File: src/dts_map.vh
// Constants for the delay tuning sequencer: ratio range, step sizes and temperature trims.
`ifndef DTS_MAP_VH
`define DTS_MAP_VH

`define DTS_RATIO_W        7
`define DTS_RATIO_MAX      7'h7f
`define DTS_COARSE_STEP    7'h04
`define DTS_COARSE_POINTS  6'h20
`define DTS_FINE_SPAN      10'sh00a
`define DTS_NO_FAIL_SPAN   10'sh00b
`define DTS_DIRECT_LIMIT   7'h28
`define DTS_TEMP_W         8
`define DTS_TEMP_HOT       8'h55
`define DTS_TEMP_COLD      8'h0a
`define DTS_TEMP_HOT_TRIM  10'sh002
`define DTS_TEMP_COLD_TRIM 10'sh002
`define DTS_DATA_W         8

`endif

File: src/dts_sequencer.v
// Receive-delay tuning sequencer with second-stage recapture of read data.
`include "dts_map.vh"

// How it works
// - Recapture delayed-clock data on the transmit clock.
// - Only phase changes; sample clock frequency untouched.
// - Single-step failures inside window mark retiming points.
// - Coarse pick below forty is accepted directly.
// - Coarse sweep in steps of four, recording results.
// - Pick middle of largest contiguous passing run.
// - Test ten single steps either side of pick.
// - Shift away from nearby errors, else keep pick.
// - Trim final ratio by current temperature.
module dts_sequencer (
    // Clock and reset
    input  wire                       clk_sys_in,
    input  wire                       reset_in,
    // Control
    input  wire                       start_in,
    output wire                       busy_out,
    output reg                        done_out,
    output reg                        fail_out,
    // Trial handshake with the host
    output reg                        trial_req_out,
    output reg  [`DTS_RATIO_W-1:0]    ratio_out,
    input  wire                       trial_done_in,
    input  wire                       trial_pass_in,
    input  wire [`DTS_TEMP_W-1:0]     temp_in,
    // Result applied to the delay line
    output reg  [`DTS_RATIO_W-1:0]    final_ratio_out,
    // Read data path
    input  wire [`DTS_DATA_W-1:0]     rx_stage1_in,
    output reg  [`DTS_DATA_W-1:0]     rx_data_out
);

    localparam [3:0] ST_IDLE     = 4'h0;
    localparam [3:0] ST_C_REQ    = 4'h1;
    localparam [3:0] ST_C_WAIT   = 4'h2;
    localparam [3:0] ST_PICK     = 4'h3;
    localparam [3:0] ST_F_REQ    = 4'h4;
    localparam [3:0] ST_F_WAIT   = 4'h5;
    localparam [3:0] ST_ADJUST   = 4'h6;
    localparam [3:0] ST_TEMP     = 4'h7;

    reg        [3:0]              state;
    reg        [`DTS_RATIO_W-1:0] run_start;
    reg        [5:0]              run_len;
    reg        [`DTS_RATIO_W-1:0] best_start;
    reg        [5:0]              best_len;
    reg        [`DTS_RATIO_W-1:0] chosen;
    reg signed [9:0]              fine_hi;
    reg signed [9:0]              lo_fail;
    reg signed [9:0]              hi_fail;
    reg                           hi_seen;
    reg        [5:0]              next_run_len;
    reg signed [9:0]              mid;

    // Saturate a signed working value onto the legal ratio range.
    function [`DTS_RATIO_W-1:0] clamp_ratio;
        input signed [9:0] v;
        begin
            if (v < 10'sh000) begin
                clamp_ratio = 7'h00;
            end else if (v > $signed({3'h0, `DTS_RATIO_MAX})) begin
                clamp_ratio = `DTS_RATIO_MAX;
            end else begin
                clamp_ratio = v[`DTS_RATIO_W-1:0];
            end
        end
    endfunction

    function signed [9:0] widen;
        input [`DTS_RATIO_W-1:0] r;
        begin
            widen = $signed({3'h0, r});
        end
    endfunction

    // Coarse pick: run start plus four elements for every two passing points.
    function [`DTS_RATIO_W-1:0] coarse_pick;
        input [`DTS_RATIO_W-1:0] base;
        input [5:0]              len;
        begin
            coarse_pick = base + {len[5:1], 2'b00};
        end
    endfunction

    assign busy_out = (state != ST_IDLE);

    // The sample clock is only delayed, never divided, so the transmit clock alone retimes.
    always @(posedge clk_sys_in or posedge reset_in) begin
        if (reset_in) begin
            rx_data_out <= 8'h00;
        end else begin
            rx_data_out <= rx_stage1_in;
        end
    end

    always @* begin
        if (trial_pass_in) begin
            next_run_len = run_len + 6'h01;
        end else begin
            next_run_len = 6'h00;
        end
        mid = (lo_fail + hi_fail) >>> 1;
    end

    always @(posedge clk_sys_in or posedge reset_in) begin
        if (reset_in) begin
            state           <= ST_IDLE;
            done_out        <= 1'b0;
            fail_out        <= 1'b0;
            trial_req_out   <= 1'b0;
            ratio_out       <= 7'h00;
            final_ratio_out <= 7'h00;
            run_start       <= 7'h00;
            run_len         <= 6'h00;
            best_start      <= 7'h00;
            best_len        <= 6'h00;
            chosen          <= 7'h00;
            fine_hi         <= 10'sh000;
            lo_fail         <= 10'sh000;
            hi_fail         <= 10'sh000;
            hi_seen         <= 1'b0;
        end else begin
            done_out      <= 1'b0;
            trial_req_out <= 1'b0;
            case (state)
                ST_IDLE: begin
                    if (start_in) begin
                        fail_out   <= 1'b0;
                        ratio_out  <= 7'h00;
                        run_len    <= 6'h00;
                        best_len   <= 6'h00;
                        best_start <= 7'h00;
                        state      <= ST_C_REQ;
                    end
                end
                ST_C_REQ: begin
                    trial_req_out <= 1'b1;
                    state         <= ST_C_WAIT;
                end
                ST_C_WAIT: begin
                    if (trial_done_in) begin
                        run_len <= next_run_len;
                        if (trial_pass_in && run_len == 6'h00) begin
                            run_start <= ratio_out;
                        end
                        if (next_run_len > best_len) begin
                            best_len <= next_run_len;
                            if (run_len == 6'h00) begin
                                best_start <= ratio_out;
                            end else begin
                                best_start <= run_start;
                            end
                        end
                        if (ratio_out > `DTS_RATIO_MAX - `DTS_COARSE_STEP) begin
                            state <= ST_PICK;
                        end else begin
                            ratio_out <= ratio_out + `DTS_COARSE_STEP;
                            state     <= ST_C_REQ;
                        end
                    end
                end
                ST_PICK: begin
                    if (best_len == 6'h00) begin
                        // No passing point at all; report and leave the old ratio in place.
                        fail_out <= 1'b1;
                        done_out <= 1'b1;
                        state    <= ST_IDLE;
                    end else begin
                        chosen <= coarse_pick(best_start, best_len);
                        if (coarse_pick(best_start, best_len) < `DTS_DIRECT_LIMIT) begin
                            state <= ST_TEMP;
                        end else begin
                            ratio_out <= clamp_ratio(widen(coarse_pick(best_start, best_len))
                                                     - `DTS_FINE_SPAN);
                            fine_hi   <= widen(coarse_pick(best_start, best_len))
                                         + `DTS_FINE_SPAN;
                            lo_fail   <= widen(coarse_pick(best_start, best_len))
                                         - `DTS_NO_FAIL_SPAN;
                            hi_fail   <= widen(coarse_pick(best_start, best_len))
                                         + `DTS_NO_FAIL_SPAN;
                            hi_seen   <= 1'b0;
                            state     <= ST_F_REQ;
                        end
                    end
                end
                ST_F_REQ: begin
                    trial_req_out <= 1'b1;
                    state         <= ST_F_WAIT;
                end
                ST_F_WAIT: begin
                    if (trial_done_in) begin
                        if (!trial_pass_in) begin
                            if (ratio_out <= chosen) begin
                                lo_fail <= widen(ratio_out);
                            end else if (!hi_seen) begin
                                hi_fail <= widen(ratio_out);
                                hi_seen <= 1'b1;
                            end
                        end
                        if (widen(ratio_out) >= fine_hi || ratio_out == `DTS_RATIO_MAX) begin
                            state <= ST_ADJUST;
                        end else begin
                            ratio_out <= ratio_out + 7'h01;
                            state     <= ST_F_REQ;
                        end
                    end
                end
                ST_ADJUST: begin
                    // Centring between the nearest error points gives equal margin to both.
                    if (lo_fail == widen(chosen) - `DTS_NO_FAIL_SPAN && !hi_seen) begin
                        chosen <= chosen;
                    end else begin
                        chosen <= clamp_ratio(mid);
                    end
                    state <= ST_TEMP;
                end
                ST_TEMP: begin
                    // Trims are fixed steps; a finer model would need characterised data.
                    if (temp_in >= `DTS_TEMP_HOT) begin
                        final_ratio_out <= clamp_ratio(widen(chosen) + `DTS_TEMP_HOT_TRIM);
                    end else if (temp_in <= `DTS_TEMP_COLD) begin
                        final_ratio_out <= clamp_ratio(widen(chosen) - `DTS_TEMP_COLD_TRIM);
                    end else begin
                        final_ratio_out <= chosen;
                    end
                    ratio_out <= chosen;
                    done_out  <= 1'b1;
                    state     <= ST_IDLE;
                end
                default: begin
                    state <= ST_IDLE;
                end
            endcase
        end
    end

endmodule // dts_sequencer

File: config.mk
export PLATFORM = sky130hd
export DESIGN_NAME = dts_sequencer
export DESIGN_NICKNAME = d
export VERILOG_FILES = /design/src/dts_sequencer.v
export VERILOG_INCLUDE_DIRS = /design/src
export SDC_FILE = /design/constraint.sdc
export NUM_CORES = 1
export LEC_CHECK = 0
export ABC_AREA = 0
export BUFFER_PORTS_ARGS = -buffer_cell sky130_fd_sc_hd__buf_2
export CORE_ASPECT_RATIO = 1.4
export CORE_MARGIN = 1.5
export CORE_UTILIZATION = 40
export CTS_BUF_LIST = sky130_fd_sc_hd__clkbuf_8
export CTS_CLUSTER_DIAMETER = 60
export DETAILED_ROUTE_END_ITERATION = 8
export SYNTH_ARGS = -nofsm -noshare
export SYNTH_HDL_FRONTEND = slang
export SYNTH_SLANG_ARGS = --single-unit
File: constraint.sdc
create_clock -name clk_sys_in -period 3.4 [get_ports clk_sys_in]
set_input_delay 1.02 -clock clk_sys_in [delete_from_list [all_inputs] [get_ports clk_sys_in]]
set_output_delay 1.02 -clock clk_sys_in [all_outputs]
set_load 0.01 [all_outputs]
# Word-level counts from Yosys, hierarchy flattened
# Cells that the tools add are included.
classes:
  addsub: 12
  mul: 0
  n_div: 0
  n_lt_le_gt_ge: 15
  n_eq_ne: 23
  shifts: 0
  muxes: 65
  bitwise_logic: 2
  n_reduce_logical: 25
op_table:
  columns: ["cell", "n"]
  rows:
  - ["$mux W7", 22]
  - ["$mux W10", 11]
  - ["$pmux W10 S2", 2]
  - ["$pmux W7 S5", 1]
  - ["$mux W6", 5]
  - ["$ne A2 B2 Y1 const B", 14]
  - ["$pmux W4 S7", 1]
  - ["$pmux W7 S2", 2]
  - ["$lt A8 B1 Y1 const B", 3]
  - ["$pmux W6 S2", 2]
  - ["$sub A7 B4 Y8 const B", 3]
  - ["$reduce_and A3 Y1", 6]
  - ["$add A7 B4 Y8 const B", 2]
  - ["$eq A4 B3 Y1 const B", 4]
  - ["$gt A8 B8 Y1 const B", 2]
  - ["$logic_not A6 Y1", 2]
  - ["$mux W4", 3]
  - ["$reduce_and A6 Y1", 2]
  - ["$add A10 B10 Y10", 1]
  - ["$eq A10 B8 Y1", 1]
  - ["$ge A8 B10 Y1", 1]
  - ["$gt A9 B8 Y1 const B", 1]
  - ["$lt A9 B1 Y1 const B", 1]
  - ["$mux W1", 9]
  - ["other kinds (31)", 41]
totals:
  register_bits: 93
  latch_bits: 0
  ramBits: 0
  romBits: 0
  input_bits: 21
  output_inout_bits: 26
  wordCells: 158
  memories: 0

# Longest topological paths before layout
depth:
  ltp_word: 8
  ltp_mapped: 12
  mapped_depth_nobuf: 11

# Least setup slack after synthesis
# Ideal clock, no wire load.
synth_path:
  kind: "input-to-reg"
  from: "in trial_pass_in"
  to: "reg best_start[0]"
  setup_ps: 130
  arrival_time_ps: 2702
  required_time_ps: 3270
  path_slack_ps: 568
  cell_stages: 10
  path_buffers: 2
  cell_sequence: "clkbuf_1 > nor2b_1 > ha_1 > a21o_1 > a21o_1 > a211oi_1 > o21ai_1 > buf_2 > nand3_1 > o21ai_0"
synth_via:
  elab_chain_cells: 4
synth_rtl:
  columns: ["item", "line_no", "source"]
  rows:
  - ["start: declaration", "dts_sequencer.v:27", "input wire trial_pass_in,"]
  - ["$mux W6", "dts_sequencer.v:100", "if (trial_pass_in) begin"]
  - ["$gt A6 B6 Y1", "dts_sequencer.v:149", "if (next_run_len > best_len) begin"]
  - ["$ne A2 B2 Y1 (no source line)", null, null]
  - ["$reduce_and A4 Y1 (no source line)", null, null]
  - ["end signal: assignment", "dts_sequencer.v:152", "best_start <= ratio_out;"]
  - ["end signal: assignment", "dts_sequencer.v:154", "best_start <= run_start;"]
  - ["end: declaration", "dts_sequencer.v:48", "reg [`DTS_RATIO_W-1:0] best_start;"]
# No other way between the ends.
# A chain may end at the register's enable or synchronous reset.

# Worst setup path after layout
layout_path:
  from: "reg best_len[1]"
  to: "reg ratio_out[0]"
layout_via:
  elab_chain_cells: 8
  elab_cells_between_ends: 14
  cone_classes: "add/sub (2); order compare (3); eq/ne (2); mux (5); reduce/logical (2)"
layout_rtl:
  columns: ["item", "line_no", "source"]
  rows:
  - ["start: declaration", "dts_sequencer.v:49", "reg [5:0] best_len;"]
  - ["start signal: assignment", "dts_sequencer.v:150", "best_len <= next_run_len;"]
  - ["$add A7 B7 Y7", "dts_sequencer.v:84", "coarse_pick = base + {len[5:1], 2'b00};"]
  - ["$sub A7 B4 Y8 (no source line)", null, null]
  - ["$gt A8 B8 Y1", "dts_sequencer.v:64", "end else if (v > $signed({3'h0, `DTS_RATIO_MAX})) begin"]
  - ["$mux W7", "dts_sequencer.v:64", null]
  - ["$mux W7", "dts_sequencer.v:62", "if (v < 10'sh000) begin"]
  - ["$mux W7", "dts_sequencer.v:173", "if (coarse_pick(best_start, best_len) < `DTS_DIRECT_LIMIT) begin"]
  - ["$mux W7", "dts_sequencer.v:166", "if (best_len == 6'h00) begin"]
  - ["$pmux W7 S5", "dts_sequencer.v:128", "case (state)"]
  - ["end signal: assignment", "dts_sequencer.v:160", "ratio_out <= ratio_out + `DTS_COARSE_STEP;"]
  - ["end signal: assignment", "dts_sequencer.v:176", "ratio_out <= clamp_ratio(widen(coarse_pick(best_start, best_len))"]
  - ["end signal: assignment", "dts_sequencer.v:206", "ratio_out <= ratio_out + 7'h01;"]
  - ["end: declaration", "dts_sequencer.v:25", "output reg [`DTS_RATIO_W-1:0] ratio_out,"]
# Parallel ways exist; a longest one is shown, timed or not. The select of a mux whose other input is x is not followed.

==> results_tabular.tex <==
\begin{tabular}{lr}
\hline
Metric & Value \\
\hline
\multicolumn{2}{l}{\textbf{Drt}} \\
\quad Via count & 5535 \\
\quad Final wirelength & 17.8 mm \\
\quad Number of iterations in the first detailed-routing pass & 7 \\
\quad Starting DRT DRC Count & 450 \\
\quad Post-route antenna net violation count & 0 \\
\quad Remaining DRCs & 0 \\
\quad Per-cell via count in the routed design & 5.83 \\
\quad Routed length per instance & 18.8 µm \\
\multicolumn{2}{l}{\textbf{Worst setup path}} \\
\quad Worst path bufs/invs & 1 \\
\quad CP Launch Type & register \\
\quad Cell with the largest stage delay on the worst path & sky130\_fd\_sc\_hd\_\_xor2\_2 \\
\quad Largest fanout of any net on the critical path & 12 \\
\quad Largest stage delay on the critical path & 0.56 ns \\
\quad Crit path capture type & register \\
\quad List of cells traversed by the critical path & ha\_1 -> inv\_1 -> fa\_1 -> nor2b\_1 -> o21ai\_2 -> nand2b\_2 -> xor2\_2 -> o21ai\_0 -> a221oi\_1 -> mux2i\_1 \\
\quad Critical path data arrival time & 3.20 ns \\
\quad Type of the worst setup path & reg -> reg \\
\quad Gate family responsible for the most delay along the worst path & compound AO/OA/AOI/OAI gates \\
\quad Data required time at the worst endpoint & 3.71 ns \\
\multicolumn{2}{l}{\textbf{Pwr}} \\
\quad Total power & 6.43 mW \\
\quad Max rail drop VDD & 0.000348 V \\
\quad Cell leakage power & about 3.1 nW \\
\quad Power density normalized to cell area & 929 nW/µm² \\
\multicolumn{2}{l}{\textbf{Logic synthesis}} \\
\quad Synthesized net count & 771 \\
\quad Top FF cell, synth & sky130\_fd\_sc\_hd\_\_dfrtp\_1 \\
\quad Dominant cell type by area after synthesis & sky130\_fd\_sc\_hd\_\_dfrtp\_1 \\
\quad Cell types occupying the most area after synthesis & sky130\_fd\_sc\_hd\_\_dfrtp\_1, sky130\_fd\_sc\_hd\_\_ha\_1, sky130\_fd\_sc\_hd\_\_o21ai\_0 \\
\quad Syn. warnings & 0 \\
\quad Post-synth top area share & 34.7\% \\
\quad Syn Std Cell Area & approximately 6200 µm² \\
\quad Average footprint of a synthesized cell & 8.84 µm² \\
\quad Number of distinct library cell variants in the gate-level netlist after synthesis & 70 \\
\quad \#FFs+latches synth & 86 \\
\quad Fraction of the yosys area taken by sequential cells & 34.7\% \\
\quad Count of mapped cells out of synthesis & 701 \\
\quad Number of flops mapped to enable cells by yosys & 0 \\
\quad Share of synthesized flip-flops with an asynchronous set or reset & 100\% \\
\multicolumn{2}{l}{\textbf{Clocking}} \\
\quad Clock slew at the register clock pins of the worst setup and hold paths & 0.10 ns \\
\quad Post-CTS Setup Inserts & 0 \\
\quad Clock latency on the worst-skew pair & between 0.3 and 0.4 ns \\
\quad Number of buffers created by CTS & 9 \\
\quad Sink Count & between 80 and 90 \\
\quad Hold\_buf cts & 0 \\
\quad Cell at the root of the clock tree & sky130\_fd\_sc\_hd\_\_clkbuf\_8 \\
\quad CTS tree & yes \\
\quad Maximum number of buffers from clock root to sink & 2 \\
\quad CTS H-Tree Depth & 3 \\
\quad Number of instances resized during post-cts repair & 0 \\
\multicolumn{2}{l}{\textbf{Die}} \\
\quad Placeable core region & 15100 µm² \\
\quad Total I/O pin count & 47 \\
\quad Initial cell density of the core & between 40 and 50\% \\
\quad Die H & 150 µm \\
\quad Total Die Area & 16300 µm² \\
\quad Site row count & 53 \\
\quad Die Span X & 108 µm \\
\multicolumn{2}{l}{\textbf{GRT}} \\
\quad Total track usage & approximately 23\% \\
\quad Global-route wire length before repair & 28.1 mm \\
\quad Number of global-route vias before repair & 5411 \\
\quad Largest net degree at the start of global routing & 36 \\
\quad Total congestion overflow & 0 \\
\quad Number of antenna violations at the first check in global routing & 0 \\
\multicolumn{2}{l}{\textbf{Placement}} \\
\quad Port Buffer Count & 46 \\
\quad Placed Area & 6740 µm² \\
\quad Final Wtd Congestion & 0.910 \\
\quad DP Cell Count & 933 \\
\quad Post-detail-place hpwl & 13.8 mm \\
\quad Placement-stage worst setup slack & 0.405 ns \\
\multicolumn{2}{l}{\textbf{Cells and area}} \\
\quad Antenna diode count & 0 \\
\quad Post-Route Utilization & 46.0\% \\
\quad Relative area change from synthesis to final layout & 11.7\% \\
\quad Non-Filler Instances & 949 \\
\quad Fraction of final layout cells sized beyond drive strength 1 & 17.4\% \\
\quad Total non-filler cell area in the finished layout & 6920 µm² \\
\quad Nets@finish & 822 \\
\multicolumn{2}{l}{\textbf{STA}} \\
\quad Time the final worst path needs with I/O delays and setup & 2.89 ns \\
\quad Worst clock skew & 0.0198 ns \\
\quad Slew HR & just under 30\% \\
\quad Number of max-slew violations in the final report & 0 \\
\quad Fin worst setup slack & slightly above 0.5 ns \\
\quad Setup violation total in the final timing report & 0 \\
\quad Slew at the pin closest to its max-slew limit & about 1.1 ns \\
\quad Hold Slack & 0.484 ns \\
\quad Hold Violations, Final & 0 \\
\quad RSZ-0062 raised after global routing & no \\
\quad Sum Neg Setup Slack & 0 ns \\
\quad Fin crit share & between 80\% and 90\% \\
\quad Highest Clock Rate & 345 MHz \\
\multicolumn{2}{l}{\textbf{Outcome}} \\
\quad Outcome & completed \\
\multicolumn{2}{l}{\textbf{Run}} \\
\quad Max-capacitance violation count & 0 \\
\multicolumn{2}{l}{\textbf{Worst hold path}} \\
\quad Tightest Hold Check Type & reg -> reg \\
\hline
\end{tabular}
## Yosys cell counts (all sizes together) (2+ instances only)
| library cell | instances |
|---|---|
| inv | 47 |
| fa | 2 |
| a21oi | 55 |
| a31oi | 2 |
| ha | 47 |
| a21boi | 6 |
| nand3 | 21 |
| a221oi | 2 |
| clkbuf | 23 |
| or2 | 2 |
| buf | 8 |
| o21a | 5 |
| o31a | 2 |
| a211oi | 2 |
| o31ai | 5 |
| xor2 | 16 |
| nor2b | 9 |
| nand4 | 10 |
| nand2b | 8 |
| nand2 | 71 |
| a41o | 2 |
| o311ai | 5 |
| a22o | 3 |
| and2 | 15 |
| dfrtp | 86 |
| o22ai | 13 |
| mux2i | 7 |
| nor3 | 5 |
| nor2 | 30 |
| a311oi | 2 |
| a21o | 8 |
| and3 | 4 |
| o21ai | 76 |
| o221ai | 3 |
| mux2 | 31 |
| nor3b | 5 |
| nor4 | 8 |
| o211ai | 6 |
| o2111ai | 3 |
| clkinv | 2 |
| xnor2 | 26 |
| a32oi | 3 |
## layer usage
layer  up-vias  wire (µm)  track usage [%]
met5         -          0                0
met2       177       9340             41.4
li1       2621          -                -
met3        58        762             3.16
met4         0        925             12.2
met1      2679       6780             25.2
## cell families (layout without fill, tap and decap cells)
kind of cell,count (synthesis),in the layout,share of synthesized area (%)
AND/OR/NAND/NOR,190,190,14.9
AO/OA/AOI/OAI,216,216,22.0
multiplexers,38,38,6.76
XOR/XNOR,42,42,6.30
adder cells (fa/ha/maj),49,49,10.1
flip-flops,86,86,34.7
buffers and inverters,80,136,5.11
## flip-flops by register name, summed over array words and instances, names as in the netlist
register / cells
fail_out: 1
state: 3
chosen: 7
final_ratio_out: 7
ratio_out: 7
hi_seen: 1
best_start: 7
fine_hi: 8
lo_fail: 8
rx_data_out: 8
best_len: 6
run_start: 7
trial_req_out: 1
done_out: 1
hi_fail: 8
run_len: 6
## final timing paths
kind,start,end,cells after the start,slack [ns]
max,best_len[1]$_DFFE_PP0P_,ratio_out[0]$_DFFE_PP0P_,10,0.51
min,final_ratio_out[4]$_DFFE_PP0N_,final_ratio_out[4]$_DFFE_PP0N_,2,0.48
max reg2reg,best_len[1]$_DFFE_PP0P_,ratio_out[0]$_DFFE_PP0P_,10,0.51
min reg2reg,final_ratio_out[4]$_DFFE_PP0N_,final_ratio_out[4]$_DFFE_PP0N_,2,0.48
max in group asynchronous,reset_in,lo_fail[1]$_DFFE_PP0P_,3,1.93
min in group asynchronous,reset_in,run_len[3]$_DFFE_PP0P_,2,0.70
## layout make-up
cell class                      count  area (µm²)
Timing Repair Buffer               71         430
Multi-Input combinational cell    535        3730
Tap cell                          192         240
Inverter                           49         185
Clock inverter                      5        35.0
Sequential cell                    86        2150
Clock buffer                       11         151
Fill cell                        1446        8130
## worst min-delay path: stages, from the launching register on
cell and delay (ns):
sky130_fd_sc_hd__dfrtp_1 0.35, sky130_fd_sc_hd__nand2_1 0.04, sky130_fd_sc_hd__o21ai_0 0.06
## power breakdown
| group | total (mW) | leakage [nW] | internal (mW) | switching, mW |
|---|---|---|---|---|
| Combinational | 3.94 | 1.92 | 1.64 | 2.30 |
| Sequential | 1.79 | 1.10 | 1.39 | 0.403 |
| Clock | 0.702 | 0.0890 | 0.304 | 0.397 |
## placed cells by master (no fill, tap or decap), types with 24 or more instances in the layout
cell                      instances
sky130_fd_sc_hd__a21oi_1         54
sky130_fd_sc_hd__buf_2           46
sky130_fd_sc_hd__buf_4           24
sky130_fd_sc_hd__dfrtp_1         86
sky130_fd_sc_hd__ha_1            47
sky130_fd_sc_hd__inv_1           47
sky130_fd_sc_hd__mux2_2          31
sky130_fd_sc_hd__nand2_1         71
sky130_fd_sc_hd__nor2_1          30
sky130_fd_sc_hd__o21ai_0         71
sky130_fd_sc_hd__xnor2_1         25
Power figures use the tool's default switching activity.
